**src/oae_pkg.sv**
```systemverilog
package oae_pkg;
    localparam int OAE_DATA_W = 8;
    localparam int OAE_INSTR_W = 12;
    localparam int OAE_ADDR_W = 5;
    localparam int OAE_NUM_FILE = 32;
    // field positions inside the instruction word
    localparam int OAE_INSTR_MSB = 11;
    localparam int OAE_DEST_BIT = 5;
    localparam int OAE_ADDR_MSB = 4;
    localparam int OAE_LIT_MSB = 7;
    // opcode patterns: 1101 kkkk kkkk, 0001 00df ffff, 0010 00df ffff
    localparam logic [3:0] OAE_OPC_LIT_OR = 4'hd;
    localparam logic [5:0] OAE_OPC_FILE_OR = 6'h04;
    localparam logic [5:0] OAE_OPC_MOVE = 6'h08;
    // reset values, and the byte that the zero flag compares against
    localparam logic [7:0] OAE_ACC_RST = 8'h00;
    localparam logic [7:0] OAE_FILE_RST = 8'h00;
    localparam logic OAE_ZERO_RST = 1'b0;
    localparam logic [7:0] OAE_ZERO_BYTE = 8'h00;

    typedef enum logic [1:0] {
        OAE_OP_NONE = 2'b00,
        OAE_OP_LIT_OR = 2'b01,
        OAE_OP_FILE_OR = 2'b10,
        OAE_OP_MOVE = 2'b11
    } oae_op_t;
endpackage

```
**src/oae_dec_if.sv**
```systemverilog
`timescale 1ns/1ps
interface oae_dec_if;
    logic [11:0] instr;
    oae_pkg::oae_op_t op;
    logic dest;
    logic [4:0] addr;
    logic [7:0] literal;

    modport dec
    (
        input instr,
        output op,
        output dest,
        output addr,
        output literal
    );
    modport exec
    (
        output instr,
        input op,
        input dest,
        input addr,
        input literal
    );
endinterface

```
**src/oae_decode.sv**
```systemverilog
`timescale 1ns/1ps
module oae_decode
(
    oae_dec_if.dec dec_if
);
    wire [3:0] top4;
    wire [5:0] top6;
    wire is_lit_or;
    wire is_file_or;
    wire is_move;

    assign top4 = dec_if.instr[oae_pkg::OAE_INSTR_MSB -: 4];
    assign top6 = dec_if.instr[oae_pkg::OAE_INSTR_MSB -: 6];
    assign is_lit_or = (top4 == oae_pkg::OAE_OPC_LIT_OR);
    assign is_file_or = (top6 == oae_pkg::OAE_OPC_FILE_OR);
    assign is_move = (top6 == oae_pkg::OAE_OPC_MOVE);

    assign dec_if.op = is_lit_or ? oae_pkg::OAE_OP_LIT_OR :
                       is_file_or ? oae_pkg::OAE_OP_FILE_OR :
                       is_move ? oae_pkg::OAE_OP_MOVE : oae_pkg::OAE_OP_NONE;
    assign dec_if.dest = dec_if.instr[oae_pkg::OAE_DEST_BIT];
    // full 5-bit field used as the address, no banking
    assign dec_if.addr = dec_if.instr[oae_pkg::OAE_ADDR_MSB:0];
    assign dec_if.literal = dec_if.instr[oae_pkg::OAE_LIT_MSB:0];
endmodule // oae_decode

```
**src/oae_exec.sv**
```systemverilog
// Operation
// - A word whose top four bits are 1101 is the literal-OR, with the low byte as literal.
// - Literal-OR puts the working register ORed with the literal into the working register.
// - Literal-OR sets the zero flag when its result is zero and clears it otherwise.
// - A word 0001 00df ffff is the register-OR, bit 5 the destination, low five bits the address.
// - Register-OR writes acc OR file to acc when the destination bit is 0, else to the file.
// - Register-OR sets zero from its result whichever destination is chosen.
// - A word 0010 00df ffff is the register-move, passing the file value unchanged.
// - Move with destination 0 loads the file value into acc and leaves the file alone.
// - Move with destination 1 writes the value back to the same file and leaves acc alone.
// - Move sets zero from the moved value for either destination.
`timescale 1ns/1ps
module oae_exec
(
    input wire logic sys_clk_in,
    input wire logic rst_in,
    input wire logic instr_valid_in,
    input wire logic [11:0] instr_in,
    input wire logic [4:0] file_peek_addr_in,
    output logic [7:0] acc_out,
    output logic zero_flag_out,
    output logic done_out,
    output logic unsupported_out,
    output logic [7:0] file_peek_data_out
);
    oae_dec_if dec_if();

    logic [7:0] file_mem [0:31];
    logic [7:0] acc_reg;
    logic zero_reg;
    logic done_reg;
    logic unsupported_reg;
    logic [7:0] peek_reg;

    wire [7:0] rd_val;
    wire [7:0] alu_res;
    wire exec_go;
    wire acc_wr;
    wire file_wr;
    wire is_lit;
    wire is_or_file;

    assign dec_if.instr = instr_in;

    oae_decode u_decode
    (
        .dec_if(dec_if)
    );

    assign is_lit = (dec_if.op == oae_pkg::OAE_OP_LIT_OR);
    assign is_or_file = (dec_if.op == oae_pkg::OAE_OP_FILE_OR);
    assign rd_val = file_mem[dec_if.addr];
    assign alu_res = is_lit ? (acc_reg | dec_if.literal) :
                     is_or_file ? (acc_reg | rd_val) :
                     rd_val;
    // words outside the three decoded here leave acc, zero flag and file alone; only the unsupported flag is raised
    assign exec_go = instr_valid_in && (dec_if.op != oae_pkg::OAE_OP_NONE);
    assign acc_wr = exec_go && (is_lit || !dec_if.dest);
    assign file_wr = exec_go && !is_lit && dec_if.dest;

    genvar gi;
    generate
        for (gi = 0; gi < oae_pkg::OAE_NUM_FILE; gi++)
        begin : g_file
            always_ff @(posedge sys_clk_in or posedge rst_in)
            begin
                if (rst_in)
                    file_mem[gi] <= oae_pkg::OAE_FILE_RST;
                else if (file_wr && (dec_if.addr == 5'(gi)))
                    file_mem[gi] <= alu_res;
            end
        end
    endgenerate

    always_ff @(posedge sys_clk_in or posedge rst_in)
    begin
        if (rst_in)
        begin
            acc_reg <= oae_pkg::OAE_ACC_RST;
            zero_reg <= oae_pkg::OAE_ZERO_RST;
            done_reg <= 1'b0;
            unsupported_reg <= 1'b0;
            peek_reg <= oae_pkg::OAE_FILE_RST;
        end
        else
        begin
            if (acc_wr)
                acc_reg <= alu_res;
            if (exec_go)
                zero_reg <= (alu_res == oae_pkg::OAE_ZERO_BYTE);
            done_reg <= exec_go;
            unsupported_reg <= instr_valid_in && !exec_go;
            // peek shows the array after this edge's write only one cycle later
            peek_reg <= file_mem[file_peek_addr_in];
        end
    end

    assign acc_out = acc_reg;
    assign zero_flag_out = zero_reg;
    assign done_out = done_reg;
    assign unsupported_out = unsupported_reg;
    assign file_peek_data_out = peek_reg;

    wire lit_go;
    wire or_go;
    wire mov_go;
    assign lit_go = exec_go && is_lit;
    assign or_go = exec_go && is_or_file;
    assign mov_go = exec_go && (dec_if.op == oae_pkg::OAE_OP_MOVE);

    property p_lit_or_acc;
        @(posedge sys_clk_in) disable iff (rst_in)
        lit_go |=> acc_reg == ($past(acc_reg) | $past(dec_if.literal));
    endproperty
    a_lit_or_acc: assert property (p_lit_or_acc) else $error("literal OR result wrong");

    property p_lit_or_zero;
        @(posedge sys_clk_in) disable iff (rst_in)
        lit_go |=> zero_reg == (acc_reg == 8'h00);
    endproperty
    a_lit_or_zero: assert property (p_lit_or_zero) else $error("literal OR zero flag wrong");

    property p_lit_decode;
        @(posedge sys_clk_in) disable iff (rst_in)
        instr_valid_in && (instr_in[11:8] == 4'hd) |-> lit_go;
    endproperty
    a_lit_decode: assert property (p_lit_decode) else $error("literal OR not decoded");

    property p_or_to_acc;
        @(posedge sys_clk_in) disable iff (rst_in)
        or_go && !dec_if.dest |=> acc_reg == ($past(acc_reg) | $past(rd_val));
    endproperty
    a_or_to_acc: assert property (p_or_to_acc) else $error("register OR to acc wrong");

    property p_or_to_file;
        @(posedge sys_clk_in) disable iff (rst_in)
        or_go && dec_if.dest |=> file_mem[$past(dec_if.addr)] == ($past(acc_reg) | $past(rd_val))
            && acc_reg == $past(acc_reg) && zero_reg == (file_mem[$past(dec_if.addr)] == 8'h00);
    endproperty
    a_or_to_file: assert property (p_or_to_file) else $error("register OR to file wrong");

    property p_move_to_acc;
        @(posedge sys_clk_in) disable iff (rst_in)
        mov_go && !dec_if.dest |=> acc_reg == $past(rd_val)
            && file_mem[$past(dec_if.addr)] == $past(rd_val);
    endproperty
    a_move_to_acc: assert property (p_move_to_acc) else $error("move to acc wrong");

    property p_move_to_file;
        @(posedge sys_clk_in) disable iff (rst_in)
        mov_go && dec_if.dest |=> acc_reg == $past(acc_reg)
            && file_mem[$past(dec_if.addr)] == $past(rd_val);
    endproperty
    a_move_to_file: assert property (p_move_to_file) else $error("move to file wrong");

    property p_move_zero;
        @(posedge sys_clk_in) disable iff (rst_in)
        mov_go |=> zero_reg == ($past(rd_val) == 8'h00);
    endproperty
    a_move_zero: assert property (p_move_zero) else $error("move zero flag wrong");

    property p_one_cycle;
        @(posedge sys_clk_in) disable iff (rst_in)
        exec_go |=> done_reg ##1 (done_reg == $past(exec_go));
    endproperty
    a_one_cycle: assert property (p_one_cycle) else $error("operation not done in one cycle");

    property p_other_untouched;
        @(posedge sys_clk_in) disable iff (rst_in)
        !exec_go |=> $stable(zero_reg) && $stable(acc_reg);
    endproperty
    a_other_untouched: assert property (p_other_untouched) else $error("idle cycle changed state");

    property p_or_decode;
        @(posedge sys_clk_in) disable iff (rst_in)
        instr_valid_in && (instr_in[11:6] == 6'h04) |-> or_go;
    endproperty
    a_or_decode: assert property (p_or_decode) else $error("register OR not decoded");

    property p_move_decode;
        @(posedge sys_clk_in) disable iff (rst_in)
        instr_valid_in && (instr_in[11:6] == 6'h08) |-> mov_go;
    endproperty
    a_move_decode: assert property (p_move_decode) else $error("move not decoded");

    property p_or_zero_acc;
        @(posedge sys_clk_in) disable iff (rst_in)
        or_go && !dec_if.dest |=> zero_reg == (acc_reg == 8'h00);
    endproperty
    a_or_zero_acc: assert property (p_or_zero_acc) else $error("OR zero flag wrong");

    property p_lit_file;
        @(posedge sys_clk_in) disable iff (rst_in)
        lit_go |=> file_mem[$past(dec_if.addr)] == $past(rd_val);
    endproperty
    a_lit_file: assert property (p_lit_file) else $error("file hit by literal OR");

    property p_or_acc_file;
        @(posedge sys_clk_in) disable iff (rst_in)
        or_go && !dec_if.dest |=> file_mem[$past(dec_if.addr)] == $past(rd_val);
    endproperty
    a_or_acc_file: assert property (p_or_acc_file) else $error("OR to acc hit file");

    property p_refused;
        @(posedge sys_clk_in) disable iff (rst_in)
        instr_valid_in && !exec_go |=> unsupported_reg && !done_reg
            && $stable(acc_reg) && $stable(zero_reg);
    endproperty
    a_refused: assert property (p_refused) else $error("refused word changed state");

    property p_done_pulse;
        @(posedge sys_clk_in) disable iff (rst_in)
        !exec_go |=> !done_reg;
    endproperty
    a_done_pulse: assert property (p_done_pulse) else $error("done without a word");

    property p_peek;
        @(posedge sys_clk_in) disable iff (rst_in)
        1'b1 |=> peek_reg == $past(file_mem[file_peek_addr_in]);
    endproperty
    a_peek: assert property (p_peek) else $error("peek data wrong");
endmodule // oae_exec

```
**config.mk**
```make
export PLATFORM = sky130hd
export DESIGN_NAME = oae_exec
export DESIGN_NICKNAME = d
export VERILOG_FILES = /design/src/oae_pkg.sv /design/src/oae_dec_if.sv /design/src/oae_decode.sv /design/src/oae_exec.sv
export SDC_FILE = /design/constraint.sdc
export NUM_CORES = 1
export LEC_CHECK = 0
export BUFFER_PORTS_ARGS = -buffer_cell sky130_fd_sc_hd__buf_2
export CAP_MARGIN = 5
export CORE_UTILIZATION = 57
export DETAILED_ROUTE_END_ITERATION = 8
export PLACE_DENSITY = 0.77
export SETUP_SLACK_MARGIN = 0.1
export SLEW_MARGIN = 20
export SYNTH_ARGS = -nofsm -noshare
export SYNTH_HDL_FRONTEND = slang
export SYNTH_SLANG_ARGS = --single-unit
```
**constraint.sdc**
```tcl
create_clock -name sys_clk_in -period 7.9 [get_ports sys_clk_in]
set_input_delay 0.79 -clock sys_clk_in [delete_from_list [all_inputs] [get_ports sys_clk_in]]
set_output_delay 0.79 -clock sys_clk_in [all_outputs]
set_load 0.005 [all_outputs]
```
# Word level (Yosys, flattened, before mapping)
# Index checks and enable logic that the tools add are counted.
[classes]
magnitude_cmp = 2
eq_ne = 36
mux = 11
bitwise_logic = 4
reduce_logical = 44
[op_table]
columns = ["cell", "n"]
rows = [
  ["$bmux W8 S5", 2],
  ["$eq A5 B5 Y1 const B", 16],
  ["$mux W8", 6],
  ["$eq A5 B4 Y1 const B", 8],
  ["$logic_and A1 B1 Y1", 37],
  ["$eq A5 B3 Y1 const B", 4],
  ["$or A8 B8 Y8", 2],
  ["$ge A6 B6 Y1 const B", 2],
  ["$not A5 Y6", 2],
  ["$eq A5 B2 Y1 const B", 2],
  ["$logic_not A8 Y1", 1],
  ["$eq A6 B3 Y1 const B", 1],
  ["$eq A6 B4 Y1 const B", 1],
  ["$mux W2", 3],
  ["$eq A5 B1 Y1 const B", 1],
  ["$logic_not A5 Y1", 1],
  ["$eq A4 B4 Y1 const B", 1],
  ["$logic_not A1 Y1", 3],
  ["$eq A2 B1 Y1 const B", 1],
  ["$eq A2 B2 Y1 const B", 1],
  ["$reduce_bool A2 Y1", 1],
  ["$logic_or A1 B1 Y1", 1],
]
[word_totals]
regBits = 275
out_inout_bits = 19
elab_cells = 134

# Depth between registers and ports, before layout
[logic_depth]
ltp_word = 9
ltp_mapped = 11
depth_no_buf = 7

# Cells and area by module
# A second synthesis with hierarchy kept.
[hier_totals]
cells_unflattened = 966
hier_area_um2 = 14702.9
[by_module_without_submodules]
columns = ["mod", "instances", "cells_each", "area_each_um2"]
rows = [
  ["oae_exec", 1, 946, 14549.0],
  ["oae_decode", 1, 20, 153.9],
]

# Worst setup path after synthesis
# OpenSTA, ideal clock, no wires.
[synth_path]
kind = "input port to flip-flop"
start = "in file_peek_addr_in[0]"
end = "reg peek_reg[7] (netlist: file_peek_data_out[7])"
setup_ps = 125
t_arrival_ps = 2712
setup_slack_ps = 5063
stages = 5
path_buffers = 2
cell_sequence = "clkbuf_1 buf_2 mux4_2 mux4_2 mux2_2"
[synth_between]
elab_chain_cells = 4
[synth_rtl]
columns = ["item", "line_no", "rtl"]
rows = [
  ["from (decl)", "oae_exec.sv:19", "input wire logic [4:0] file_peek_addr_in,"],
  ["$not A5 Y6 (implied by the code)", "oae_exec.sv:94", "peek_reg <= file_mem[file_peek_addr_in];"],
  ["$bmux W8 S5", "oae_exec.sv:94", ""],
  ["$mux W8 (implied by the code) (2 in series)", "oae_exec.sv:94", ""],
  ["to (signal assigned)", "oae_exec.sv:83", "peek_reg <= oae_pkg::OAE_FILE_RST;"],
  ["to (signal assigned)", "oae_exec.sv:94", ""],
  ["to (decl)", "oae_exec.sv:33", "logic [7:0] peek_reg;"],
]
# Every way passes these cells. The select of a mux whose other input is x is not followed.
# A chain may end at the register's enable or synchronous reset.

# Final worst setup path
[layout_path]
start = "in instr_in[3]"
end = "reg file_mem[21] in the netlist's numbering"
[layout_between]
elab_chain_cells = 7
[layout_rtl]
columns = ["item", "line_no", "rtl"]
rows = [
  ["from (decl)", "oae_exec.sv:18", "input wire logic [11:0] instr_in,"],
  ["$not A5 Y6 (implied by the code)", "oae_exec.sv:52", "assign rd_val = file_mem[dec_if.addr];"],
  ["$bmux W8 S5", "oae_exec.sv:52", ""],
  ["$mux W8 (implied by the code) (2 in series)", "oae_exec.sv:52", ""],
  ["$or A8 B8 Y8", "oae_exec.sv:54", "is_or_file ? (acc_reg | rd_val) :"],
  ["$mux W8", "oae_exec.sv:54", ""],
  ["$mux W8", "oae_exec.sv:53", "assign alu_res = is_lit ? (acc_reg | dec_if.literal) :"],
  ["to (signal, indexed assignment)", "oae_exec.sv:68", "file_mem[gi] <= oae_pkg::OAE_FILE_RST;"],
  ["to (signal, indexed assignment)", "oae_exec.sv:70", "file_mem[gi] <= alu_res;"],
  ["to (decl)", "oae_exec.sv:28", "logic [7:0] file_mem [0:31];"],
]
# Several ways; a longest one is shown, not always the timed one. The select of a mux whose other input is x is not followed.

==> impl_metrics.py <==
metrics = {
    "layout": {
        "fin_area_um2": 16200,
        "final_cell_mix": "275 x dfrtp_1, 240 x mux2_2, 140 x mux4_2",
        "nFillCells": 1918,
        "nNetsFinal": 987,
        "final_common_cell": "dfrtp_1",
        "antenna_cells": 0,
        "multi_input_area_um2": 7510,
        "regArea_um2": 6880,
        "areaGrowthSynthToFinish_pct": 7.76,
        "drive_gt1_share_pct": 54.2,
        "finalNonFillerCells": 1324,
    },
    "power_and_ir_drop": {
        "power.density_nw_per_um2": 199,
        "p_leak_uw": 0.00739,
        "ir_worst_vdd_uv": 214,
    },
    "timing": {
        "fin_crit_ps": 4030,
        "clock.fmax_mhz": 248,
        "max-slew-margin-rel_pct": 24.9,
        "fin_skew_ps": 17.8,
        "setup_viol": 0,
        "hold_viol": 0,
        "fin_setup_tns_ps": 0,
        "fin_crit_sh_pct": 51.0,
        "rsz0062_at_grt": "no",
        "drv_slew": 0,
        "tightestPinTransition_ps": 1130,
        "layout_setup_ws_ps": 3870,
    },
    "yosys": {
        "ys_ff_latch": 275,
        "seq_area_frac_synth_pct": 45.8,
        "synth_warnings": 0,
        "synth_edf_count": 0,
        "synthArstFlopShare_pct": 100,
        "syn_avg_cell_area_um2": 15.2,
        "synth_xor_area_share_pct": 0.0583,
        "synth_cell_types": 61,
        "syn_nets": 1010,
        "synth_compound_area_share_pct": 4.78,
        "syn_inst": 990,
        "syn_area_um2": 15000,
        "synthFlopType": "dfrtp_1",
        "synth_top_family_by_area": "multiplexers",
        "synth_mux_area_share_pct": 40.3,
        "yosys.area_share.simple_pct": 4.70,
        "synthAdderAreaFrac_pct": 0,
    },
    "die": {
        "die-area_um2": 27000,
        "die_w_um": 164,
        "io_pins": 39,
        "initial_core_util_pct": 57.8,
        "core_area_um2": 26000,
        "rows": 59,
        "die_y_um": 164,
    },
    "placed_design": {
        "hpwl_um": 23300,
        "place_area_um2": 15100,
        "dp_cells": 1270,
        "io_buffers": 38,
        "pre_cts_slack_ps": 3490,
        "gp_congestion": 0.897,
    },
    "critical_path": {
        "critPathKind": "primary input to flip-flop",
        "critPathCaptureType": "flip-flop",
        "worstSetupStartpoint": "instr_in[3]",
        "worstPathRequired_ps": 8390,
        "cp_max_fo": 31,
        "crit_arrival_ps": 4520,
        "crit_path_start_kind": "primary input",
        "r2r_start": "file_mem[159]",
    },
    "job": {
        "drv_cap": 0,
    },
    "grt": {
        "grt_max_degree": 164,
        "grt_pass1_wl_um": 57700,
        "track_usage_pct": 29.2,
        "gr-total-overflow": 0,
        "grt_pass1_vias": 9285,
        "antenna_found_initial": 0,
    },
    "clock_tree": {
        "cts_sinks": 275,
        "clock_tree.buffer_depth": 3,
        "cts_tree": "built",
        "post_cts_resized": 0,
        "htreeDepth": 1,
        "clk_pin_slew_ps": 60,
        "cts_buffers": 29,
        "cts_setup_buffers": 0,
        "hold_buffers": 0,
        "clkLatencyLatePin_ps": 560,
        "cts_root_buffer": "clkbuf_16",
    },
    "detailed_routing": {
        "post_drt_wl_per_cell_um": 28.2,
        "drt_pre_antenna_iters": 6,
        "drt_iter0_markers": 928,
        "ant_nets": 0,
        "drc_errors": 0,
        "finalWirelength_um": 37400,
        "vias": 9068,
        "viasPerCell": 6.85,
    },
    "hold_path": {
        "hp-class": "primary input to async pin",
    },
    "run_status": {
        "status": "complete, no violations",
    },
}
registers in the layout, indices dropped and copies added, names as in the netlist:
| name | count |
|---|---|
| done_out | 1 |
| zero_flag_out | 1 |
| acc_out | 8 |
| file_peek_data_out | 8 |
| file_mem | 256 |
| unsupported_out | 1 |
stage by stage:
step	power, uW	hold slack (ps)	util [%]
after floorplan	1690	489	-
after detailed placement	1760	512	58.3
after global routing	3310	499	62.3
after global placement	1760	501	58.2
after CTS	3230	455	62.3
final	3220	431	62.3
cell families after synthesis:
| logic type | Yosys count |
|---|---|
| multiplexers | 396 |
| flip-flops | 275 |
| AO/OA/AOI/OAI | 80 |
| AND/OR/NAND/NOR | 129 |
| XOR/XNOR | 1 |
| buffers and inverters | 109 |
per-layer routing:
layer	GRT usage, %	share of wire [%]	vias up	wire length [um]
li1	-	-	3757	-
met1	42.4	42	4818	15800
met2	44.9	46	419	17300
met3	6.18	8.9	74	3310
met4	8.01	2.6	0	977
met5	0	0	-	0
path summary, 6_finish.rpt:
check / endpoint / cells after the start / slack, ps
min: file_mem[150] / 3 / 430
min in group sys_clk_in: file_mem[226] / 1 / 520
max in group asynchronous: file_mem[113] / 4 / 6090
max: file_mem[21] / 8 / 3870
min reg2reg: file_mem[226] / 1 / 520
max reg2reg: file_mem[103] / 8 / 5200
worst max-delay path, cell delays in order:
cell and delay [ps]:
buf_2 660, inv_1 650, nor2_1 700, a22oi_1 160, a31oi_1 240, a21boi_2 730
buf_4 360, mux2_2 190
synth_stat cells, types with 2 or more instances:
cell type | number | area (um^2)
clkbuf_2 | 3 | 15.0
o211ai_1 | 2 | 15.0
clkbuf_1 | 30 | 113
nand2_1 | 27 | 101
dfrtp_1 | 275 | 6880
a21oi_2 | 30 | 263
buf_4 | 16 | 120
inv_1 | 2 | 7.51
nand2b_1 | 4 | 25.0
a211oi_2 | 4 | 50.1
a2111oi_4 | 2 | 55.1
o21ai_0 | 2 | 10.0
nor2_1 | 36 | 135
mux2_4 | 2 | 30.0
a31oi_1 | 2 | 12.5
buf_6 | 17 | 191
a211oi_1 | 3 | 22.5
a221oi_1 | 5 | 43.8
buf_2 | 27 | 135
mux2i_1 | 12 | 120
and2_1 | 3 | 18.8
nor2b_1 | 5 | 31.3
buf_8 | 2 | 30.0
a221o_1 | 4 | 40.0
mux4_2 | 140 | 3150
mux2_2 | 240 | 2700
nor3_1 | 6 | 30.0
buf_1 | 12 | 45.0
a21oi_1 | 12 | 60.1
mux4_1 | 2 | 52.6
and3_1 | 32 | 200
a22oi_1 | 2 | 15.0
layout make-up:
| type | count | share of cell area (%) |
|---|---|---|
| clock inverter | 12 | 1.16 |
| tap | 335 | 2.59 |
| inverter | 2 | 0.0695 |
| timing repair buffer | 53 | 2.06 |
| sequential | 275 | 42.5 |
| clock buffer | 41 | 5.25 |
| multi-input combinational | 606 | 46.4 |
report_power, final:
part | switching [uW] | internal [uW] | total (uW)
clock | 570 | 908 | 1480
sequential | 36.4 | 1440 | 1480
combinational | 161 | 104 | 266
Note: power is estimated with default switching activity, not from simulation.
